### src/include/vcra_map.svh
`ifndef VCRA_MAP_SVH
`define VCRA_MAP_SVH

// ***************************************************
// offsets
// ***************************************************
`define VCRA_PORT_CAP1 12'h144
`define VCRA_CH0_CAP 12'h150
`define VCRA_CH0_CTRL 12'h154
`define VCRA_CH0_STAT 12'h158
`define VCRA_CH1_CAP 12'h15C
`define VCRA_CH1_CTRL 12'h160
`define VCRA_CH1_STAT 12'h164
`define VCRA_TABLE_BASE 12'h170
`define VCRA_TABLE_LAST 12'h17C

// ***************************************************
// field positions
// ***************************************************
`define VCRA_LOAD_BIT 16
`define VCRA_SEL_LSB 17
`define VCRA_ID_LSB 24
`define VCRA_EN_BIT 31
`define VCRA_TSTAT_BIT 16
`define VCRA_NEG_BIT 17

// ***************************************************
// values
// ***************************************************
`define VCRA_ARB_CAP 8'h19
`define VCRA_SLOTS_RST 7'h7F
`define VCRA_TBL_OFS0 8'h04
`define VCRA_TBL_OFS1 8'h08
`define VCRA_TC0_RST 8'hFF
`define VCRA_TC1_RST 8'h00
`define VCRA_ID1_SET 3'h1
`define VCRA_ID_ZERO 3'h0
`define VCRA_SEL_RR 3'h0
`define VCRA_SEL_WRR 3'h3
`define VCRA_SEL_TWRR 3'h4
`define VCRA_REF_CLK 2'h0
`define VCRA_ENTRY_SIZE 2'h2
`define VCRA_ENTRY_MASK 32'h77777777
`define VCRA_TC1_MASK 8'hFE
`define VCRA_REF_CLK_NS 100

`endif

### src/include/vcra_pkg.sv
package vcra_pkg;
   typedef logic [2:0] vcra_sel_type;
   typedef logic [7:0] vcra_tc_type;
   typedef logic [6:0] vcra_slots_type;
endpackage

### src/vcra_regs.sv
// Register access over APB was chosen for this implementation.
`timescale 1ns/1ns
`include "vcra_map.svh"

module vcra_regs
   import vcra_pkg::*;
#(
   parameter int LOAD_CYCLES = 4
) (
   input wire logic clock,
   input wire logic reset,
   input wire logic psel,
   input wire logic penable,
   input wire logic pwrite,
   input wire logic [11:0] paddr,
   input wire logic [31:0] pwdata,
   input wire logic [3:0] pstrb,
   output logic pready,
   output logic [31:0] prdata,
   output logic pslverr,
   input wire logic second_channel_strap,
   input wire logic cfg_load,
   input wire logic [7:0] cfg_tc_map,
   input wire logic [6:0] cfg_time_slots,
   input wire logic [1:0] port_table_written,
   input wire logic [1:0] negotiation_pending,
   output logic [1:0] port_table_load,
   output logic [1:0] channel_enable,
   output logic [15:0] traffic_class_channel_map,
   output logic [5:0] arbitration_select,
   output logic [2:0] channel1_identifier,
   output logic [127:0] channel_arbitration_table,
   output logic ext_count_bit0
);

   localparam int CW = $clog2(LOAD_CYCLES + 1);

   initial begin
      if (LOAD_CYCLES < 1) begin
         $error("LOAD_CYCLES must be at least 1");
      end
   end

   // ***************************************************
   // functions
   // ***************************************************
   function automatic logic [31:0] merge(
      input logic [31:0] old_v,
      input logic [31:0] new_v,
      input logic [3:0] strb
   );
      logic [31:0] res;
      res = old_v;
      for (int b = 0; b < 4; b++) begin
         if (strb[b]) begin
            res[8*b +: 8] = new_v[8*b +: 8];
         end
      end
      return res;
   endfunction

   function automatic vcra_sel_type legal_sel(
      input logic ch,
      input vcra_sel_type v
   );
      vcra_sel_type res;
      res = `VCRA_SEL_RR;
      if (v == `VCRA_SEL_WRR) begin
         res = v;
      end
      if (ch && v == `VCRA_SEL_TWRR) begin
         res = v;
      end
      return res;
   endfunction

   // ***************************************************
   // bus decode
   // ***************************************************
   logic pready_q;
   logic [31:0] prdata_q;
   logic pslverr_q;
   logic acc;
   logic wr;
   logic mapped;
   logic [31:0] rd_d;
   logic ext0_q;

   assign acc = psel & penable & ~pready_q;
   assign wr = acc & pwrite;
   assign pready = pready_q;
   assign prdata = prdata_q;
   assign pslverr = pslverr_q;
   assign ext_count_bit0 = ext0_q;

   always_ff @(posedge clock) begin
      if (reset) begin
         pready_q <= 1'b0;
         prdata_q <= 32'h0000_0000;
         pslverr_q <= 1'b0;
      end else begin
         pready_q <= acc;
         pslverr_q <= acc & ~mapped;
         if (acc && !pwrite) begin
            prdata_q <= rd_d;
         end
      end
   end

   // strap captured while reset is held
   always_ff @(posedge clock) begin
      if (reset) begin
         ext0_q <= second_channel_strap;
      end
   end

   // ***************************************************
   // channel resources
   // ***************************************************
   vcra_tc_type tc_q [2];
   vcra_sel_type sel_q [2];
   vcra_slots_type slots_q [2];
   logic [1:0] en_q;
   logic [2:0] id1_q;
   logic [1:0] tstat_q;
   logic [1:0] neg_q;
   logic [1:0] load_q;
   logic [CW-1:0] cnt_q [2];
   logic [31:0] cap_v [2];
   logic [31:0] ctrl_v [2];
   logic [31:0] stat_v [2];

   genvar ch;
   generate
      for (ch = 0; ch < 2; ch++) begin : g_ch
         localparam logic [11:0] CAP_A =
            (ch == 0) ? `VCRA_CH0_CAP : `VCRA_CH1_CAP;
         localparam logic [11:0] CTRL_A =
            (ch == 0) ? `VCRA_CH0_CTRL : `VCRA_CH1_CTRL;
         localparam logic [11:0] STAT_A =
            (ch == 0) ? `VCRA_CH0_STAT : `VCRA_CH1_STAT;
         localparam logic IS1 = (ch == 1);
         logic present;
         logic ctrl_wr;
         logic [31:0] wv;
         logic done;

         assign present = IS1 ? ext0_q : 1'b1;
         assign ctrl_wr = wr && paddr == CTRL_A;
         assign wv = merge(ctrl_v[ch], pwdata, pstrb);
         assign done = cnt_q[ch] == CW'(1);

         // bits 14, 15 and reserved fields stay zero
         assign cap_v[ch] = {
            present ? (IS1 ? `VCRA_TBL_OFS1 : `VCRA_TBL_OFS0)
                    : 8'h00,
            1'b0,
            slots_q[ch],
            2'b00,
            6'h00,
            present ? `VCRA_ARB_CAP : 8'h00
         };
         assign ctrl_v[ch] = {
            en_q[ch], 4'h0,
            IS1 ? id1_q : `VCRA_ID_ZERO,
            4'h0, sel_q[ch],
            1'b0,
            8'h00, tc_q[ch]
         };
         assign stat_v[ch] = {14'h0000, neg_q[ch], tstat_q[ch], 16'h0000};

         always_ff @(posedge clock) begin
            if (reset) begin
               tc_q[ch] <= IS1 ? `VCRA_TC1_RST : `VCRA_TC0_RST;
            end else if (ctrl_wr) begin
               tc_q[ch] <= IS1 ? (wv[7:0] & `VCRA_TC1_MASK)
                                : wv[7:0];
            end else if (cfg_load && !IS1) begin
               tc_q[ch] <= cfg_tc_map;
            end
         end

         always_ff @(posedge clock) begin
            if (reset) begin
               sel_q[ch] <= `VCRA_SEL_RR;
               en_q[ch] <= ~IS1;
            end else if (ctrl_wr) begin
               sel_q[ch] <= legal_sel(IS1,
                  wv[`VCRA_SEL_LSB +: 3]);
               en_q[ch] <= wv[`VCRA_EN_BIT];
            end
         end

         always_ff @(posedge clock) begin
            if (reset) begin
               slots_q[ch] <= (IS1 && !second_channel_strap)
                  ? 7'h00 : `VCRA_SLOTS_RST;
            end else if (cfg_load && present) begin
               slots_q[ch] <= cfg_time_slots;
            end
         end

         // load strobe starts a timed table load
         always_ff @(posedge clock) begin
            if (reset) begin
               load_q[ch] <= 1'b0;
               cnt_q[ch] <= '0;
            end else begin
               load_q[ch] <= ctrl_wr && pstrb[2] &&
                  pwdata[`VCRA_LOAD_BIT];
               if (ctrl_wr && pstrb[2] && pwdata[`VCRA_LOAD_BIT]) begin
                  cnt_q[ch] <= CW'(LOAD_CYCLES);
               end else if (cnt_q[ch] != '0) begin
                  cnt_q[ch] <= cnt_q[ch] - CW'(1);
               end
            end
         end

         // a table write in the finishing cycle wins
         always_ff @(posedge clock) begin
            if (reset) begin
               tstat_q[ch] <= 1'b0;
               neg_q[ch] <= 1'b0;
            end else begin
               neg_q[ch] <= negotiation_pending[ch];
               if (port_table_written[ch]) begin
                  tstat_q[ch] <= 1'b1;
               end else if (done) begin
                  tstat_q[ch] <= 1'b0;
               end
            end
         end
      end
   endgenerate

   always_ff @(posedge clock) begin
      if (reset) begin
         id1_q <= second_channel_strap
            ? `VCRA_ID1_SET : `VCRA_ID_ZERO;
      end else if (wr && paddr == `VCRA_CH1_CTRL) begin
         id1_q <= merge(ctrl_v[1], pwdata, pstrb)
            [`VCRA_ID_LSB +: 3];
      end
   end

   assign port_table_load = load_q;
   assign channel_enable = en_q;
   assign traffic_class_channel_map = {tc_q[1], tc_q[0]};
   assign arbitration_select = {sel_q[1], sel_q[0]};
   assign channel1_identifier = id1_q;

   // ***************************************************
   // arbitration table
   // ***************************************************
   logic [31:0] tbl_q [4];

   genvar w;
   generate
      for (w = 0; w < 4; w++) begin : g_tbl
         localparam logic [11:0] TA = `VCRA_TABLE_BASE + 12'(4 * w);
         always_ff @(posedge clock) begin
            if (reset) begin
               tbl_q[w] <= 32'h0000_0000;
            end else if (wr && paddr == TA) begin
               tbl_q[w] <= merge(tbl_q[w], pwdata, pstrb)
                  & `VCRA_ENTRY_MASK;
            end
         end
         assign channel_arbitration_table[32*w +: 32] = tbl_q[w];
      end
   endgenerate

   // ***************************************************
   // read mux
   // ***************************************************
   always_comb begin
      rd_d = 32'h0000_0000;
      mapped = 1'b1;
      unique case (paddr)
         `VCRA_PORT_CAP1: rd_d = {20'h00000, `VCRA_ENTRY_SIZE,
            `VCRA_REF_CLK, 7'h00, ext0_q};
         `VCRA_CH0_CAP: rd_d = cap_v[0];
         `VCRA_CH0_CTRL: rd_d = ctrl_v[0];
         `VCRA_CH0_STAT: rd_d = stat_v[0];
         `VCRA_CH1_CAP: rd_d = cap_v[1];
         `VCRA_CH1_CTRL: rd_d = ctrl_v[1];
         `VCRA_CH1_STAT: rd_d = stat_v[1];
         default: begin
            if (paddr >= `VCRA_TABLE_BASE && paddr <= `VCRA_TABLE_LAST
                && paddr[1:0] == 2'b00) begin
               rd_d = tbl_q[paddr[3:2]];
            end else begin
               mapped = 1'b0;
            end
         end
      endcase
   end

endmodule

### config.mk
export PLATFORM = sky130hd
export DESIGN_NAME = vcra_regs
export DESIGN_NICKNAME = d
export VERILOG_FILES = /design/src/include/vcra_pkg.sv /design/src/vcra_regs.sv
export VERILOG_INCLUDE_DIRS = /design/src /design/src/include
export SDC_FILE = /design/constraint.sdc
export NUM_CORES = 1
export LEC_CHECK = 0
export ABC_AREA = 1
export BUFFER_PORTS_ARGS = -buffer_cell sky130_fd_sc_hd__buf_4
export CAP_MARGIN = 25
export CORE_AREA = 2 2 132 134
export DETAILED_ROUTE_END_ITERATION = 7
export DIE_AREA = 0 0 134 136
export PLACE_DENSITY = 0.79
export SLEW_MARGIN = 10
export SYNTH_ARGS = -nofsm -noshare
export SYNTH_HDL_FRONTEND = slang
export SYNTH_SLANG_ARGS = --single-unit
### constraint.sdc
create_clock -name clock -period 2.4 [get_ports clock]
set_input_delay 0.48 -clock clock [delete_from_list [all_inputs] [get_ports clock]]
set_output_delay 0.48 -clock clock [all_outputs]
set_load 0.02 [all_outputs]
==> results.txt <==
- The count of final max-slew check failures was 0.
- Setup violations remaining at the end of the flow were counted as 0.
* Launch point of the worst hold path: negotiation_pending[0]
- Placed Instances: 1394
- Maximum buffer depth of the clock tree: 2
- The first global-routing pass estimated 38.15 mm of wire.
- TritonCTS clock tree: done
- Die height: 136 um
- Kind of launch point of the worst setup path: flop
- After synthesis, the mean cell area works out to 9.119 um2.
* Switch Pwr: 1948 uW
- Of the total power, registers draw 0.481.
- Pre-Repair DR Iteration Count: 6
- Io pins: 266
- Slew margin rel.: 0.3307
- After layout, the design draws a total of 7597 uW.
* Die outline width: 134 um
- Diodes inserted: 0
* Unrepaired setup endpoints after global routing: no
- GRT Util Overall: 0.2809
- Of the cells placed in the final design, the portion with a size suffix greater than 1 is 0.2689.
* Area of the multi-input gates: 2808 um2
- The worst setup path is of the flop to flop kind.
- Routed len/inst: 18.03 um
* Data arrival time of the worst path: 1.98 ns
* Fraction of the cycle the final worst path needs: 0.7796
* Place WS: 0.1503 ns
* Placed wire-length estimate: 19.69 mm
- After floorplanning, the core was divided into 48 placement rows.
- At the worst endpoint, the required time is 2.50 ns.
- The mapped netlist covers 8426 um2.
- Number of distinct library cells after synthesis: 31
* Residual antenna-violating net count after detailed routing: 0
- The run finished with clean final reports.
- Crit path from: pready$_SDFF_PP0_
- For this run, design rule violations remaining after detail routing come to 0.
- Reg area: 5035 um2
* Clock group share of total power: 0.395
- Clock transition at the register clock pins on the worst setup and hold paths after CTS: 0.07 ns
- Of the total power, combinational logic draws 0.124.
- The share of the Yosys chip area taken by registers is 0.5976.
* Switch share: 0.2564
* Mapped Cells: 924
- For the worst-skew pair, the clock arrives at the later sink with an insertion delay of 0.43 ns.
- Sum of routed wire length over all layers: 25.72 mm
* Library cell used as clock root buffer: sky130_fd_sc_hd__clkbuf_16
* RR Startpoint: pready$_SDFF_PP0_
* Post-layout utilization of the core: 0.6587
- After clock tree synthesis, the flow added hold-fix buffers numbering 0.
- Pin count of the biggest net entering global routing: 29
- Max frequency: 534.5 MHz
- In this run, CTS created clock tree buffers numbering 17.
- Final clock skew: 0.006281 ns
* Vias in the first global route: 7183
- The total overflow left after global routing is 0.
- In this run, the number of DRC markers left after iteration 0 of detailed routing was 707.
* Count of state elements after synthesis: 181
* Kind of path behind the tightest hold check: input port to flop
- Of all nets on the critical path, the largest fanout is 6.
- Post-cts resize count: 0
- Using the TritonRoute via totals, the vias-per-cell ratio works out to 5.254.
- Die Area: 18220 um2
- Worst setup EP type: flop
- Transition time of the tightest slew-check pin: 0.9934 ns
- After filler insertion, the fill cell instance count of the layout stands at 1344.
* Area of the core: 16880 um2
- In the post-route analysis, the smallest setup slack over all paths is 0.5290 ns.
- Max-cap violations: 0
- Post-layout min period: 1.871 ns
- VDD sags by at most 536.7 uV.
* Final cell count without fillers: 1426
* Final setup TNS: 0 ns
- For this run, the post-layout net count is 1268.
* Number of vias in the routed layout: 7492
- Synth Warn #: 0
* Initial Utilization: 0.4993
- Leak Pwr: 0.005082 uW
* Growth of design area from synthesis to finish: 31.94%
- Maximum level of the CTS H-tree: 4
- The internal portion of the total power is 5649 uW.
* Buffers added on ports: 226
- Buffer count from post-CTS setup fixing: 0
- Final hold viol count: 0
- At the end of routability-driven placement, the weighted congestion stood at 0.8872.
- Power Dens Cells: 683.3 nW/um2
- Clock tree sinks: 181
- The number of antenna violations at the first check in global routing was 0.
cell usage in the layout (no fill, tap or decap), types with 2 or more instances in the layout:
master and count:
sky130_fd_sc_hd__clkbuf_16 17, sky130_fd_sc_hd__nand4_1 15, sky130_fd_sc_hd__clkinvlp_4 2, sky130_fd_sc_hd__bufinv_16 4, sky130_fd_sc_hd__nor2_4 5, sky130_fd_sc_hd__a21oi_1 41
sky130_fd_sc_hd__a21boi_0 3, sky130_fd_sc_hd__nand2_1 243, sky130_fd_sc_hd__inv_2 7, sky130_fd_sc_hd__nand3_2 2, sky130_fd_sc_hd__ha_1 6, sky130_fd_sc_hd__conb_1 36
sky130_fd_sc_hd__nand3_1 45, sky130_fd_sc_hd__a21boi_1 2, sky130_fd_sc_hd__clkbuf_1 2, sky130_fd_sc_hd__edfxtp_1 141, sky130_fd_sc_hd__a22oi_1 23, sky130_fd_sc_hd__a22o_1 2
sky130_fd_sc_hd__nor2_1 158, sky130_fd_sc_hd__nand2_2 3, sky130_fd_sc_hd__nor4_1 4, sky130_fd_sc_hd__clkinv_1 2, sky130_fd_sc_hd__dfxtp_1 40, sky130_fd_sc_hd__nor2_2 6
sky130_fd_sc_hd__buf_4 269, sky130_fd_sc_hd__nor3_1 2, sky130_fd_sc_hd__o22ai_1 5, sky130_fd_sc_hd__inv_6 4, sky130_fd_sc_hd__inv_1 83, sky130_fd_sc_hd__o21ai_0 23
path summary, 6_finish.rpt:
path | to | slack (ns) | cells past startpoint
worst max-delay path | tbl_q[0][17]$_SDFFCE_PN0P_ | 0.53 | 8
worst min-delay path | neg_q[0]$_SDFF_PP0_ | 0.25 | 3
worst max register to register | tbl_q[0][17]$_SDFFCE_PN0P_ | 0.53 | 8
worst min register to register | prdata[16]$_SDFFE_PP0P_ | 0.46 | 2
metal layers:
metal / part of all wire / wire (um) / up-vias / global-route usage
met5: 0 / 0 / - / 0
met3: 0.099 / 2541 / 54 / 0.07569
met2: 0.49 / 12620 / 394 / 0.4823
li1: - / - / 3511 / -
met1: 0.38 / 9666 / 3533 / 0.3322
met4: 0.035 / 892 / 0 / 0.1247
cells by family after synthesis:
kind of cell | synth area share
DFF | 0.5976
other | 0.0004451
xor gates and xnor gates | 0.002079
buffers and inverters | 0.08479
adders and majority gates | 0.008910
and+or+nand+nor | 0.2364
AOI/OAI and AO/OA | 0.06980
state kept, by name, summed over array words and instances (netlist names), 2 cells and up:
signal               count
prdata                  30
channel_enable           2
sel_q                    6
slots_q                 14
neg_q                    2
cnt_q                    6
tc_q                    15
channel1_identifier      3
stat_v                   2
tbl_q                   96
port_table_load          2
cell type report:
type                            count  share of cell area
Clock inverter                     13             0.01756
Clock buffer                       19             0.03894
Inverter                           92             0.03106
Multi-Input combinational cell    627              0.2526
Timing Repair Buffer              269              0.1817
Tap cell                          225             0.02532
Sequential cell                   181              0.4529
Yosys cell counts:
cell | count | area [um2]
sky130_fd_sc_hd__nand2_1 | 243 | 912.1
sky130_fd_sc_hd__nor2_1 | 158 | 593.1
sky130_fd_sc_hd__edfxtp_1 | 141 | 4234
sky130_fd_sc_hd__inv_1 | 83 | 311.6
sky130_fd_sc_hd__nand3_1 | 45 | 225.2
sky130_fd_sc_hd__a21oi_1 | 41 | 205.2
sky130_fd_sc_hd__dfxtp_1 | 40 | 800.8
sky130_fd_sc_hd__buf_4 | 38 | 285.3
sky130_fd_sc_hd__a22oi_1 | 23 | 172.7
sky130_fd_sc_hd__o21ai_0 | 23 | 115.1
sky130_fd_sc_hd__nand4_1 | 15 | 93.84
sky130_fd_sc_hd__clkbuf_1 | 14 | 52.55
sky130_fd_sc_hd__inv_2 | 7 | 26.28
sky130_fd_sc_hd__ha_1 | 6 | 75.07
sky130_fd_sc_hd__nor2_2 | 6 | 37.54
sky130_fd_sc_hd__nor2_4 | 5 | 56.30
sky130_fd_sc_hd__o22ai_1 | 5 | 31.28
sky130_fd_sc_hd__buf_2 | 4 | 20.02
sky130_fd_sc_hd__nor4_1 | 4 | 25.02
sky130_fd_sc_hd__a21boi_0 | 3 | 22.52
sky130_fd_sc_hd__buf_1 | 3 | 11.26
sky130_fd_sc_hd__nand2_2 | 3 | 18.77
sky130_fd_sc_hd__a21boi_1 | 2 | 15.01
sky130_fd_sc_hd__a22o_1 | 2 | 17.52
sky130_fd_sc_hd__clkinv_1 | 2 | 7.510
sky130_fd_sc_hd__nand3_2 | 2 | 20.02
sky130_fd_sc_hd__nor3_1 | 2 | 10.01
sky130_fd_sc_hd__a21oi_2 | 1 | 8.760
sky130_fd_sc_hd__conb_1 | 1 | 3.750
sky130_fd_sc_hd__xnor2_1 | 1 | 8.760
sky130_fd_sc_hd__xor2_1 | 1 | 8.760
power by group through the flow:
stage	registers [uW]	clock network, uW	logic [uW]
5_1_grt	3670	3120	1020
3_5_place_dp	3720	0	933
2_1_floorplan	3810	0	455
6_report	3650	3000	942
3_3_place_gp	3710	0	906
4_1_cts	3650	3020	942
per-stage QoR:
step                      area, um2  hold slack [ns]
after global placement        10490           0.4537
after CTS                     11120           0.2370
after floorplan                8557           0.4501
after global routing          11120           0.2502
after detailed placement      10490           0.4558
final                         11120           0.2486
critical path, stage by stage (launching register included):
cell                      delay [ns]
sky130_fd_sc_hd__dfxtp_1        0.31
sky130_fd_sc_hd__nor2_1         0.13
sky130_fd_sc_hd__nand2_1        0.09
sky130_fd_sc_hd__nor2_1         0.23
sky130_fd_sc_hd__nand2_1        0.17
sky130_fd_sc_hd__nor2_1         0.13
sky130_fd_sc_hd__buf_4          0.16
sky130_fd_sc_hd__nand2_1        0.07
sky130_fd_sc_hd__nand2_1        0.26
Power figures use the tool's default switching activity.
